### src/core/bpv_pkg.sv
package bpv_pkg;

    // ------------------------------------------------------------
    // Register indices (printed offsets are not multiples of four)
    // ------------------------------------------------------------
    localparam logic [15:0] IDX_B3_CTL1  = 16'h4060;  // Third converter control one
    localparam logic [15:0] IDX_B3_CTL2  = 16'h4061;  // Third converter control two
    localparam logic [15:0] IDX_B3_ON    = 16'h4062;  // Third converter ON setup
    localparam logic [15:0] IDX_B3_SLP   = 16'h4063;  // buck3_sleep_setup
    localparam logic [15:0] IDX_B4_CTL1  = 16'h4064;  // buck4_control_one
    localparam logic [15:0] IDX_B4_CTL2  = 16'h4065;  // buck4_control_two
    localparam logic [15:0] IDX_B4_ON    = 16'h4066;  // buck4_on_setup
    localparam logic [15:0] IDX_B4_SLP   = 16'h4067;  // buck4_sleep_setup
    localparam logic [15:0] IDX_KEY      = 16'h4070;  // User key register
    localparam logic [15:0] IDX_STATUS   = 16'h4071;  // Effective output status
    localparam int          NUM_REGS     = 8;         // Converter registers in the memory
    localparam logic [15:0] KEY_UNLOCK   = 16'h9716;  // Arbitrary unlock value

    // ------------------------------------------------------------
    // Field positions
    // ------------------------------------------------------------
    localparam int FOLLOW_BIT   = 13;  // Slave-select in control one
    localparam int OVP_BIT      = 7;   // Overvoltage guard in control two
    localparam int LIM_LSB      = 2;   // Hysteretic current cap [3:2]
    localparam int RAMP_LSB     = 4;   // Ramp step length [5:4]
    localparam logic [15:0] CAP_MASK   = 16'h0003;  // Output capacitance, loader only
    localparam logic [15:0] LIM_MASK   = 16'h000c;  // Current cap, key protected
    localparam logic [15:0] CTL1_MASK  = 16'h30bf;  // Writable bits of control one
    localparam logic [15:0] CTL2_MASK  = 16'hdf80;  // Writable bits of control two
    localparam logic [15:0] VSET_MASK  = 16'he37f;  // Writable bits of ON/SLEEP
    localparam logic [15:0] LOAD_ON_MASK = 16'h007c;  // ON code bits held in store

    // ------------------------------------------------------------
    // Reset values
    // ------------------------------------------------------------
    localparam logic [15:0] RST_CTL1  = 16'h0014;  // Ramp 01, cap 01
    localparam logic [15:0] RST_CTL2  = 16'h0300;  // Hw-control mode 11, guard off
    localparam logic [15:0] RST_VSET  = 16'h0000;  // Slot, mode and code zero

    // ------------------------------------------------------------
    // Voltage, current and time figures
    // ------------------------------------------------------------
    localparam int  VMIN_MV     = 850;     // Code 00h
    localparam int  VSTEP_UV    = 25000;   // Per code step
    localparam int  VMAX_MV     = 3400;    // Saturation
    localparam logic [6:0] VSAT_CODE = 7'h66;  // First saturated code
    localparam int  CLK_MHZ     = 200;     // Core clock rate
    localparam int  RAMP1_US    = 512;     // Code 01 step length
    localparam int  RAMP2_US    = 4096;    // Code 10 step length
    localparam int  RAMP3_US    = 32768;   // Code 11 step length
    localparam int  RAMP1_CYC   = RAMP1_US * CLK_MHZ;
    localparam int  RAMP2_CYC   = RAMP2_US * CLK_MHZ;
    localparam int  RAMP3_CYC   = RAMP3_US * CLK_MHZ;
    localparam int  LIM_BASE_MA = 50;      // Code 00 cap, doubles per code

    // AXI responses
    localparam logic [1:0] RESP_OKAY   = 2'h0;
    localparam logic [1:0] RESP_SLVERR = 2'h2;

endpackage

### src/core/bpv_regmem.sv
`timescale 1ns/1ps

// ------------------------------------------------------------
// Small register memory with registered read data
// ------------------------------------------------------------
module bpv_regmem
    import bpv_pkg::*;
(
    input  wire logic        aclk,     // Clock
    input  wire logic        aresetn,  // Sync reset, active low
    input  wire logic        we,       // Write strobe
    input  wire logic [2:0]  waddr,    // Write index
    input  wire logic [15:0] wdata,    // Write word
    input  wire logic [2:0]  raddr,    // Read index
    output logic      [15:0] rdata,    // Registered read word
    output logic      [15:0] words [NUM_REGS] // Live contents
);

    logic [15:0] mem       [NUM_REGS];  // Storage
    logic [15:0] next_mem  [NUM_REGS];  // Next storage
    logic [15:0] next_rdata;            // Next read word

    // Reset value of each slot
    function automatic logic [15:0] rst_val(input int i);
        if (i == 0 || i == 4) begin
            return RST_CTL1;
        end else if (i == 1 || i == 5) begin
            return RST_CTL2;
        end else begin
            return RST_VSET;
        end
    endfunction

    // Next contents and read word
    always_comb begin
        next_mem = mem;
        if (we) begin
            next_mem[waddr] = wdata;
        end
        next_rdata = mem[raddr];
    end

    // Storage registers
    always_ff @(posedge aclk) begin
        for (int i = 0; i < NUM_REGS; i++) begin
            if (!aresetn) begin
                mem[i] <= rst_val(i);
            end else begin
                mem[i] <= next_mem[i];
            end
        end
        if (!aresetn) begin
            rdata <= 16'h0000;
        end else begin
            rdata <= next_rdata;
        end
    end

    assign words = mem;

endmodule

### src/core/bpv_regs.sv
// Contract
// - Third ON code: 0.85V plus 25mV, saturating 66h
// - Loader holds only ON code bits 6:2
// - SLEEP code maps exactly like ON code
// - Follow bit: fourth uses third's registers
// - Follow bit written only by loader
// - Ramp field picks step length, four values
// - Current cap 50..400mA, key-protected writes
// - Overvoltage guard bit, resets disabled
`timescale 1ns/1ps

module bpv_regs
    import bpv_pkg::*;
(
    input  wire logic        aclk,          // Clock, 200 MHz
    input  wire logic        aresetn,       // Sync reset, active low
    input  wire logic [17:0] s_axi_awaddr,  // Write byte address, index times four
    input  wire logic        s_axi_awvalid, // Write address valid
    output logic             s_axi_awready, // Write address ready
    input  wire logic [31:0] s_axi_wdata,   // Write data
    input  wire logic [3:0]  s_axi_wstrb,   // Write strobes
    input  wire logic        s_axi_wvalid,  // Write data valid
    output logic             s_axi_wready,  // Write data ready
    output logic [1:0]       s_axi_bresp,   // Write response
    output logic             s_axi_bvalid,  // Write response valid
    input  wire logic        s_axi_bready,  // Write response ready
    input  wire logic [17:0] s_axi_araddr,  // Read byte address, index times four
    input  wire logic        s_axi_arvalid, // Read address valid
    output logic             s_axi_arready, // Read address ready
    output logic [31:0]      s_axi_rdata,   // Read data
    output logic [1:0]       s_axi_rresp,   // Read response
    output logic             s_axi_rvalid,  // Read data valid
    input  wire logic        s_axi_rready,  // Read data ready
    input  wire logic        load_valid,    // Loader write strobe
    input  wire logic [2:0]  load_index,    // Loader register index
    input  wire logic [15:0] load_data,     // Loader word
    output logic [11:0]      buck3_out_mv,  // Third converter target, mV
    output logic [11:0]      buck4_out_mv,  // Fourth converter target, mV
    output logic [22:0]      buck3_ramp_cycles, // Third ramp step, cycles
    output logic [22:0]      buck4_ramp_cycles, // Fourth ramp step, cycles
    output logic [8:0]       buck3_cap_ma,  // Third hysteretic cap, mA
    output logic [8:0]       buck4_cap_ma,  // Fourth hysteretic cap, mA
    output logic             buck3_ovp_en,  // Third overvoltage guard
    output logic             buck4_ovp_en,  // Fourth overvoltage guard
    input  wire logic        buck3_sleeping,// Third converter in SLEEP
    input  wire logic        buck4_sleeping // Fourth converter in SLEEP
);

    // ------------------------------------------------------------
    // Decode helpers
    // ------------------------------------------------------------

    function automatic logic [11:0] code_mv(input logic [6:0] c);
        if (c >= VSAT_CODE) begin
            return 12'(VMAX_MV);
        end
        return 12'(VMIN_MV + (int'(c) * VSTEP_UV) / 1000);
    endfunction

    function automatic logic [22:0] ramp_cyc(input logic [1:0] f);
        case (f)
            2'h0:    return 23'h0;
            2'h1:    return 23'(RAMP1_CYC);
            2'h2:    return 23'(RAMP2_CYC);
            default: return 23'(RAMP3_CYC);
        endcase
    endfunction

    function automatic logic [8:0] cap_ma(input logic [1:0] f);
        return 9'(LIM_BASE_MA << f);
    endfunction

    // Index from byte address; indices reach 4071h, so 17 address bits are needed
    function automatic logic [15:0] word_idx(input logic [17:0] a);
        return a[17:2];
    endfunction

    // ------------------------------------------------------------
    // Bus state
    // ------------------------------------------------------------
    typedef enum logic [1:0] {RD_IDLE, RD_MEM, RD_RESP} bpv_rd_t;

    logic        aw_held, next_aw_held;     // Address captured
    logic        w_held, next_w_held;       // Data captured
    logic [15:0] aw_idx, next_aw_idx;       // Captured index
    logic [15:0] w_word, next_w_word;       // Captured low half
    logic [1:0]  w_strb, next_w_strb;       // Captured low strobes
    logic        bvalid, next_bvalid;       // Response pending
    logic [1:0]  bresp, next_bresp;         // Response code
    bpv_rd_t     rd_st, next_rd_st;         // Read state
    logic [15:0] ar_idx, next_ar_idx;       // Read index
    logic [31:0] rdata, next_rdata;         // Read word
    logic [1:0]  rresp, next_rresp;         // Read code
    logic [15:0] user_key, next_user_key;   // Key register

    logic [15:0] regs [NUM_REGS];           // Live register words
    logic [15:0] mem_rdata;                 // Registered memory read
    logic        mem_we;                    // Memory write strobe
    logic [2:0]  mem_waddr;                 // Memory write index
    logic [15:0] mem_wdata;                 // Memory write word
    logic        do_write;                  // Host write this cycle
    logic        hit;                       // Converter register hit
    logic [15:0] old_w, new_w, wmask;       // Merge terms
    logic [15:0] lmask;                     // Loader mask

    assign s_axi_awready = !aw_held && !bvalid;
    assign s_axi_wready  = !w_held && !bvalid;
    assign s_axi_arready = (rd_st == RD_IDLE);
    assign s_axi_bvalid  = bvalid;
    assign s_axi_bresp   = bresp;
    assign s_axi_rvalid  = (rd_st == RD_RESP);
    assign s_axi_rdata   = rdata;
    assign s_axi_rresp   = rresp;

    // Write channel capture and merge
    always_comb begin
        next_aw_held  = aw_held;
        next_w_held   = w_held;
        next_aw_idx   = aw_idx;
        next_w_word   = w_word;
        next_w_strb   = w_strb;
        next_bvalid   = bvalid;
        next_bresp    = bresp;
        next_user_key = user_key;
        mem_we    = 1'b0;
        mem_waddr = 3'h0;
        mem_wdata = 16'h0000;
        old_w = 16'h0000;
        new_w = 16'h0000;
        wmask = 16'h0000;
        lmask = 16'h0000;
        if (s_axi_awvalid && s_axi_awready) begin
            next_aw_held = 1'b1;
            next_aw_idx  = word_idx(s_axi_awaddr);
        end
        if (s_axi_wvalid && s_axi_wready) begin
            next_w_held = 1'b1;
            next_w_word = s_axi_wdata[15:0];
            next_w_strb = s_axi_wstrb[1:0];
        end
        do_write = aw_held && w_held && !bvalid;
        hit = (aw_idx >= IDX_B3_CTL1) && (aw_idx <= IDX_B4_SLP);
        if (do_write) begin
            next_aw_held = 1'b0;
            next_w_held  = 1'b0;
            next_bvalid  = 1'b1;
            next_bresp   = RESP_OKAY;
            if (aw_idx == IDX_KEY) begin
                if (w_strb == 2'h3) begin
                    next_user_key = w_word;
                end
            end else if (hit) begin
                mem_waddr = 3'(aw_idx - IDX_B3_CTL1);
                old_w = regs[mem_waddr];
                if (mem_waddr[1:0] == 2'h0) begin
                    // follow bit and capacitance stay read-only here
                    wmask = CTL1_MASK & ~CAP_MASK & ~(16'h1 << FOLLOW_BIT);
                    if (user_key != KEY_UNLOCK) begin
                        wmask = wmask & ~LIM_MASK;
                    end
                end else if (mem_waddr[1:0] == 2'h1) begin
                    wmask = CTL2_MASK;
                end else begin
                    wmask = VSET_MASK;
                end
                wmask = wmask & {{8{w_strb[1]}}, {8{w_strb[0]}}};
                new_w = (old_w & ~wmask) | (w_word & wmask);
                mem_we = 1'b1;
                mem_wdata = new_w;
            end else if (aw_idx != IDX_STATUS) begin
                next_bresp = RESP_SLVERR;
            end
        end else if (load_valid) begin
            // only ON code bits 6:2 come from the store
            mem_waddr = load_index;
            old_w = regs[load_index];
            if (load_index[1:0] == 2'h0) begin
                // loader may set the follow bit
                lmask = CTL1_MASK | CAP_MASK | (16'h1 << FOLLOW_BIT);
            end else if (load_index[1:0] == 2'h1) begin
                lmask = CTL2_MASK;
            end else if (load_index[1:0] == 2'h2) begin
                lmask = (VSET_MASK & ~16'h007f) | LOAD_ON_MASK;
            end else begin
                lmask = VSET_MASK;
            end
            mem_we = 1'b1;
            mem_wdata = (old_w & ~lmask) | (load_data & lmask);
        end
        if (bvalid && s_axi_bready) begin
            next_bvalid = 1'b0;
        end
    end

    // Write state registers
    always_ff @(posedge aclk) begin
        if (!aresetn) begin
            aw_held  <= 1'b0;
            w_held   <= 1'b0;
            aw_idx   <= 16'h0000;
            w_word   <= 16'h0000;
            w_strb   <= 2'h0;
            bvalid   <= 1'b0;
            bresp    <= RESP_OKAY;
            user_key <= 16'h0000;
        end else begin
            aw_held  <= next_aw_held;
            w_held   <= next_w_held;
            aw_idx   <= next_aw_idx;
            w_word   <= next_w_word;
            w_strb   <= next_w_strb;
            bvalid   <= next_bvalid;
            bresp    <= next_bresp;
            user_key <= next_user_key;
        end
    end

    bpv_regmem u_mem (
        .aclk    (aclk),
        .aresetn (aresetn),
        .we      (mem_we),
        .waddr   (mem_waddr),
        .wdata   (mem_wdata),
        .raddr   (3'(next_ar_idx - IDX_B3_CTL1)),
        .rdata   (mem_rdata),
        .words   (regs)
    );

    // Read channel: address, memory cycle, answer
    always_comb begin
        next_rd_st  = rd_st;
        next_ar_idx = ar_idx;
        next_rdata  = rdata;
        next_rresp  = rresp;
        case (rd_st)
            RD_IDLE: begin
                if (s_axi_arvalid) begin
                    next_ar_idx = word_idx(s_axi_araddr);
                    next_rd_st  = RD_MEM;
                end
            end
            RD_MEM: begin
                next_rd_st = RD_RESP;
                next_rresp = RESP_OKAY;
                if (ar_idx >= IDX_B3_CTL1 && ar_idx <= IDX_B4_SLP) begin
                    next_rdata = {16'h0000, mem_rdata};
                end else if (ar_idx == IDX_KEY) begin
                    next_rdata = {16'h0000, user_key};
                end else if (ar_idx == IDX_STATUS) begin
                    next_rdata = {20'h00000, buck4_out_mv};
                end else begin
                    next_rdata = 32'h00000000;
                    next_rresp = RESP_SLVERR;
                end
            end
            default: begin
                if (s_axi_rready) begin
                    next_rd_st = RD_IDLE;
                end
            end
        endcase
    end

    // Read state registers
    always_ff @(posedge aclk) begin
        if (!aresetn) begin
            rd_st  <= RD_IDLE;
            ar_idx <= 16'h0000;
            rdata  <= 32'h00000000;
            rresp  <= RESP_OKAY;
        end else begin
            rd_st  <= next_rd_st;
            ar_idx <= next_ar_idx;
            rdata  <= next_rdata;
            rresp  <= next_rresp;
        end
    end

    // ------------------------------------------------------------
    // Converter outputs
    // ------------------------------------------------------------
    logic        follow;                // Fourth follows third
    logic [15:0] c1, c2, on4, sl4;      // Fourth's effective sources
    logic [11:0] next_b3_mv, next_b4_mv;
    assign follow = regs[4][FOLLOW_BIT];

    // Decode of both converters
    always_comb begin
        c1  = follow ? regs[0] : regs[4];
        c2  = follow ? regs[1] : regs[5];
        on4 = follow ? regs[2] : regs[6];
        sl4 = follow ? regs[3] : regs[7];
        // ON or SLEEP code by state
        next_b3_mv = code_mv(buck3_sleeping ? regs[3][6:0] : regs[2][6:0]);
        next_b4_mv = code_mv(buck4_sleeping ? sl4[6:0] : on4[6:0]);
    end

    // Output registers
    always_ff @(posedge aclk) begin
        if (!aresetn) begin
            buck3_out_mv      <= 12'h000;
            buck4_out_mv      <= 12'h000;
            buck3_ramp_cycles <= 23'h0;
            buck4_ramp_cycles <= 23'h0;
            buck3_cap_ma      <= 9'h000;
            buck4_cap_ma      <= 9'h000;
            buck3_ovp_en      <= 1'b0;
            buck4_ovp_en      <= 1'b0;
        end else begin
            buck3_out_mv      <= next_b3_mv;
            buck4_out_mv      <= next_b4_mv;
            buck3_ramp_cycles <= ramp_cyc(regs[0][RAMP_LSB +: 2]);
            buck4_ramp_cycles <= ramp_cyc(c1[RAMP_LSB +: 2]);
            buck3_cap_ma      <= cap_ma(regs[0][LIM_LSB +: 2]);
            buck4_cap_ma      <= cap_ma(c1[LIM_LSB +: 2]);
            buck3_ovp_en      <= regs[1][OVP_BIT];
            buck4_ovp_en      <= c2[OVP_BIT];
        end
    end

    // ------------------------------------------------------------
    // Checks
    // ------------------------------------------------------------
    property p_sat;
        @(posedge aclk) disable iff (!aresetn)
        (!buck3_sleeping && regs[2][6:0] >= VSAT_CODE) |=> buck3_out_mv == 12'(VMAX_MV);
    endproperty
    a_sat: assert property (p_sat) else $error("saturated code not clamped");

    property p_follow;
        @(posedge aclk) disable iff (!aresetn)
        follow |=> buck4_ovp_en == $past(regs[1][OVP_BIT]);
    endproperty
    a_follow: assert property (p_follow) else $error("follower ignores third");

    property p_follow_ro;
        @(posedge aclk) disable iff (!aresetn)
        (!load_valid || load_index != 3'h4) |=> follow == $past(follow);
    endproperty
    a_follow_ro: assert property (p_follow_ro) else $error("follow bit changed by host");

    property p_ovp_rst;
        @(posedge aclk) !aresetn |=> !buck3_ovp_en && !buck4_ovp_en;
    endproperty
    a_ovp_rst: assert property (p_ovp_rst) else $error("guard not off after reset");

    property p_load_low;
        @(posedge aclk) disable iff (!aresetn)
        (load_valid && !do_write && load_index == 3'h2)
            |=> regs[2][1:0] == $past(regs[2][1:0]);
    endproperty
    a_load_low: assert property (p_load_low) else $error("loader touched ON low bits");

    property p_cap_lock;
        @(posedge aclk) disable iff (!aresetn)
        (do_write && aw_idx == IDX_B3_CTL1 && user_key != KEY_UNLOCK)
            |=> regs[0][LIM_LSB +: 2] == $past(regs[0][LIM_LSB +: 2]);
    endproperty
    a_cap_lock: assert property (p_cap_lock) else $error("cap written while locked");

endmodule

### config.mk
export PLATFORM = sky130hd
export DESIGN_NAME = bpv_regs
export DESIGN_NICKNAME = d
export VERILOG_FILES = /design/src/core/bpv_pkg.sv /design/src/core/bpv_regmem.sv /design/src/core/bpv_regs.sv
export SDC_FILE = /design/constraint.sdc
export NUM_CORES = 1
export LEC_CHECK = 0
export BUFFER_PORTS_ARGS = -buffer_cell sky130_fd_sc_hd__buf_2
export CAP_MARGIN = 30
export CELL_PAD_IN_SITES_DETAIL_PLACEMENT = 2
export CELL_PAD_IN_SITES_GLOBAL_PLACEMENT = 2
export CORE_UTILIZATION = 37
export CTS_CLUSTER_SIZE = 12
export DETAILED_ROUTE_END_ITERATION = 12
export PLACE_DENSITY_LB_ADDON = 0.1
export SLEW_MARGIN = 10
export SYNTH_ARGS = -nofsm -noshare
export SYNTH_HDL_FRONTEND = slang
export SYNTH_SLANG_ARGS = --single-unit
### constraint.sdc
create_clock -name aclk -period 24.5 [get_ports aclk]
set_input_delay 6.125 -clock aclk [delete_from_list [all_inputs] [get_ports aclk]]
set_output_delay 6.125 -clock aclk [all_outputs]
set_load 0.005 [all_outputs]
==> reports/results.tsv <==
metric	value	unit
status	finished, final reports clean	
initial antenna violation count	4	
Num CTS Buffers	37	
Routed WL per cell	24.6	um
Resize count post-CTS	0	
Setup Slack @ Placement	2.31	ns
Peak VDD IR	0.0000436	V
die outline area	0.0658	sq mm
Core ar.	0.0635	sq mm
die width	256	um
CTS tree	done	
Final period util	88.9	%
post-synth top area cell	dfxtp_1	
final setup vio count	0	
max-cap viol count	0	
Rows	92	
CTS Buffer Depth	3	
clock skew	0.0246	ns
Setup Buffers After CTS	0	
R2R Path End	buck4_out_mv[11]	
largest net degree at the start of global routing	91	
Fmax	0.0459	GHz
Slew HR	31.6	%
RSZ-0062 raised after global routing	false	
grt ovf	0	
first-pass GRT wire length	146000	um
R2R setup slack	8.38	ns
Synth top area share	23.8	%
RR Startpoint	u_mem.words[17]	
critical path's largest stage delay	0.78	ns
CP max FO	13	
Filler Cell Count	7207	
vias in the first global route	24800	
Leak Pwr	0.0102	uW
Hold WC Path Type	register to register	
dominant synthesized flop cell	dfxtp_1	
Remaining DRCs	0	
nets@finish	3153	
DR iter-0 viols	1264	
P&R area growth vs syn	10.6	%
Synth Register Bits	285	
Initial Util	37.7	%
register area share after synthesis	23.8	%
synthesized area	0.0240	sq mm
yosys synthesis warning count	0	
total track usage	27.6	%
clock transition at the registers of the reported paths	0.06	ns
Top cell by count, worst path	ha_1	
most common cell in the netlist	nor2_1	
Via Count	23500	
number of synthesized flops with an enable pin	0	
DR pass1 iterations	5	
hpwl dp	68700	um
clock period minus worst slack	21.77	ns
CP max-delay cell	o32ai_1	
final slew viol count	0	
area taken by multi-input logic gates	0.0172	sq mm
Die Y	256	um
final WL	93200	um
Reg area	0.00571	sq mm
critical path arrival	22.16	ns
Pwr Total	1400	uW
# diodes	0	
Synth top cells by count	nor2_1 (347), dfxtp_1 (285), nand2_1 (264), a21oi_1 (169), clkbuf_1 (121)	
hold path endpoint	aw_idx[9]	
final RePlAce weighted congestion	0.839	
total negative slack	0	ns
Synth Instances	2853	
HP Start	aw_idx[9]	
ys async rst share	0	%
Crit Path Category	primary input to register	
Startpoint Class	primary input	
synth top area cells	dfxtp_1 (24%), mux4_2 (9.1%), ha_1 (6.2%), nor2_1 (5.4%), mux2i_1 (4.7%)	
hold violation count in the final report	0	
clk sinks	285	
H-tree lvl count	2	
WHS	0.462	ns
insertion delay to the later sink of the worst-skew pair	0.55	ns
Buffers on Ports	157	
cells on worst reg2reg path	45	
clock root cell	clkbuf_16	
IO Pins	232	
slew at the pin with the worst max-slew slack	1.02	ns
pwr dens	52.6	mW/mm^2
Hold Buf Count CTS	0	
Vias/cell	6.19	
Post-DRT Antenna Nets	0	
share of layout cells above drive strength 1	16.0	%
crit path capture type	register	
Avg Cell Area, Syn	8.40	sq um
worst setup margin	2.73	ns
Hold Path Depth	2	
number of distinct library cells after synthesis	126	
Critical Path RT	24.89	ns
worst max path at each step:
stage	startpoint	to	slack [ns]
after floorplan	buck4_sleeping	buck4_out_mv[11]	5.68
after global placement	buck4_sleeping	buck4_out_mv[11]	2.64
after detailed placement	buck4_sleeping	buck4_out_mv[11]	2.31
after CTS	buck4_sleeping	buck4_out_mv[11]	2.84
after global routing	buck4_sleeping	buck4_out_mv[11]	1.60
final	buck4_sleeping	buck4_out_mv[11]	2.73
placed cells by master (no fill, tap or decap), drive strengths merged, types with 15 or more instances in the layout:
cell | netlist | final
buf | 91 | 188
nand3 | 62 | 62
and3 | 22 | 22
o21ai | 126 | 126
a21o | 30 | 30
nor4 | 17 | 17
xor2 | 17 | 17
nand4 | 35 | 35
inv | 79 | 82
nor2 | 350 | 350
clkbuf | 121 | 55
and2 | 43 | 43
or3 | 18 | 18
ha | 119 | 119
nor3 | 88 | 88
o22ai | 25 | 25
a22o | 23 | 23
nand2b | 18 | 18
dfxtp | 285 | 285
a211oi | 122 | 122
conb | 1 | 52
or2 | 17 | 17
a21oi | 182 | 182
o21a | 24 | 24
a221oi | 15 | 15
mux2 | 15 | 15
mux4 | 97 | 97
xnor2 | 65 | 65
mux2i | 113 | 113
o211ai | 31 | 31
nand2 | 264 | 264
a22oi | 17 | 17
a31oi | 37 | 37
o31ai | 19 | 19
critical path: cells and delay by family:
kind	cells	cell delay, ns
AOI/OAI and AO/OA	25	8.49
xor gates and xnor gates	1	0.28
adders and majority gates	6	2.19
buffers and inverters	3	0.73
muxes	3	1.28
and+or+nand+nor	8	3.06
through the flow:
stage                     instance area [sq um]  instances  utilization (%)
after floorplan                           24200       2904                -
after CTS                                 26400       3787             41.6
after global routing                      26500       3791             41.7
final                                     26500       3791             41.7
after detailed placement                  25300       3722             39.7
after global placement                    25200       3718             39.6
power by group:
| group | internal [uW] | total [uW] | switching [uW] |
|---|---|---|---|
| Clock | 315 | 535 | 221 |
| Combinational | 126 | 348 | 222 |
| Sequential | 488 | 512 | 23.6 |
| Total | 929 | 1400 | 466 |
cell type report:
cell class	count	share of cell area, %
Clock buffer	55	4.05
Timing Repair Buffer	188	4.14
Tap cell	846	3.99
Multi-Input combinational cell	2326	64.7
Sequential cell	285	21.5
Inverter	81	1.17
Clock inverter	10	0.382
metal layers:
| layer | GRT usage (%) | wire length, um | share of wire [%] |
|---|---|---|---|
| met3 | 3.80 | 4570 | 4.9 |
| met1 | 36.3 | 41400 | 44 |
| met5 | 0 | 13 | 0.014 |
| met4 | 6.00 | 1540 | 1.7 |
| met2 | 47.8 | 45600 | 49 |
flip-flops by register name (all words and copies together) (netlist names):
name               count
aw_held                1
buck4_out_mv          12
s_axi_rdata           16
s_axi_bresp            1
u_mem.words          128
ar_idx                16
buck4_ramp_cycles      5
u_mem.rdata           16
user_key              16
buck3_ramp_cycles      5
w_word                16
w_held                 1
w_strb                 2
s_axi_rresp            1
rd_st                  2
buck4_ovp_en           1
buck3_ovp_en           1
aw_idx                16
buck3_cap_ma           8
buck3_out_mv          12
buck4_cap_ma           8
s_axi_bvalid           1
cell families (layout without fill, tap and decap cells):
family | count (synthesis) | after routing | synth area share, %
AOI/OAI and AO/OA | 832 | 832 | 25.6
xor gates and xnor gates | 82 | 82 | 3.09
adders and majority gates | 141 | 141 | 7.72
buffers and inverters | 293 | 334 | 5.67
DFF | 285 | 285 | 23.8
muxes | 225 | 225 | 14.6
other | 1 | 52 | 0.0156
and+or+nand+nor | 994 | 994 | 19.5
No activity file was read; power rests on OpenSTA's default activity.
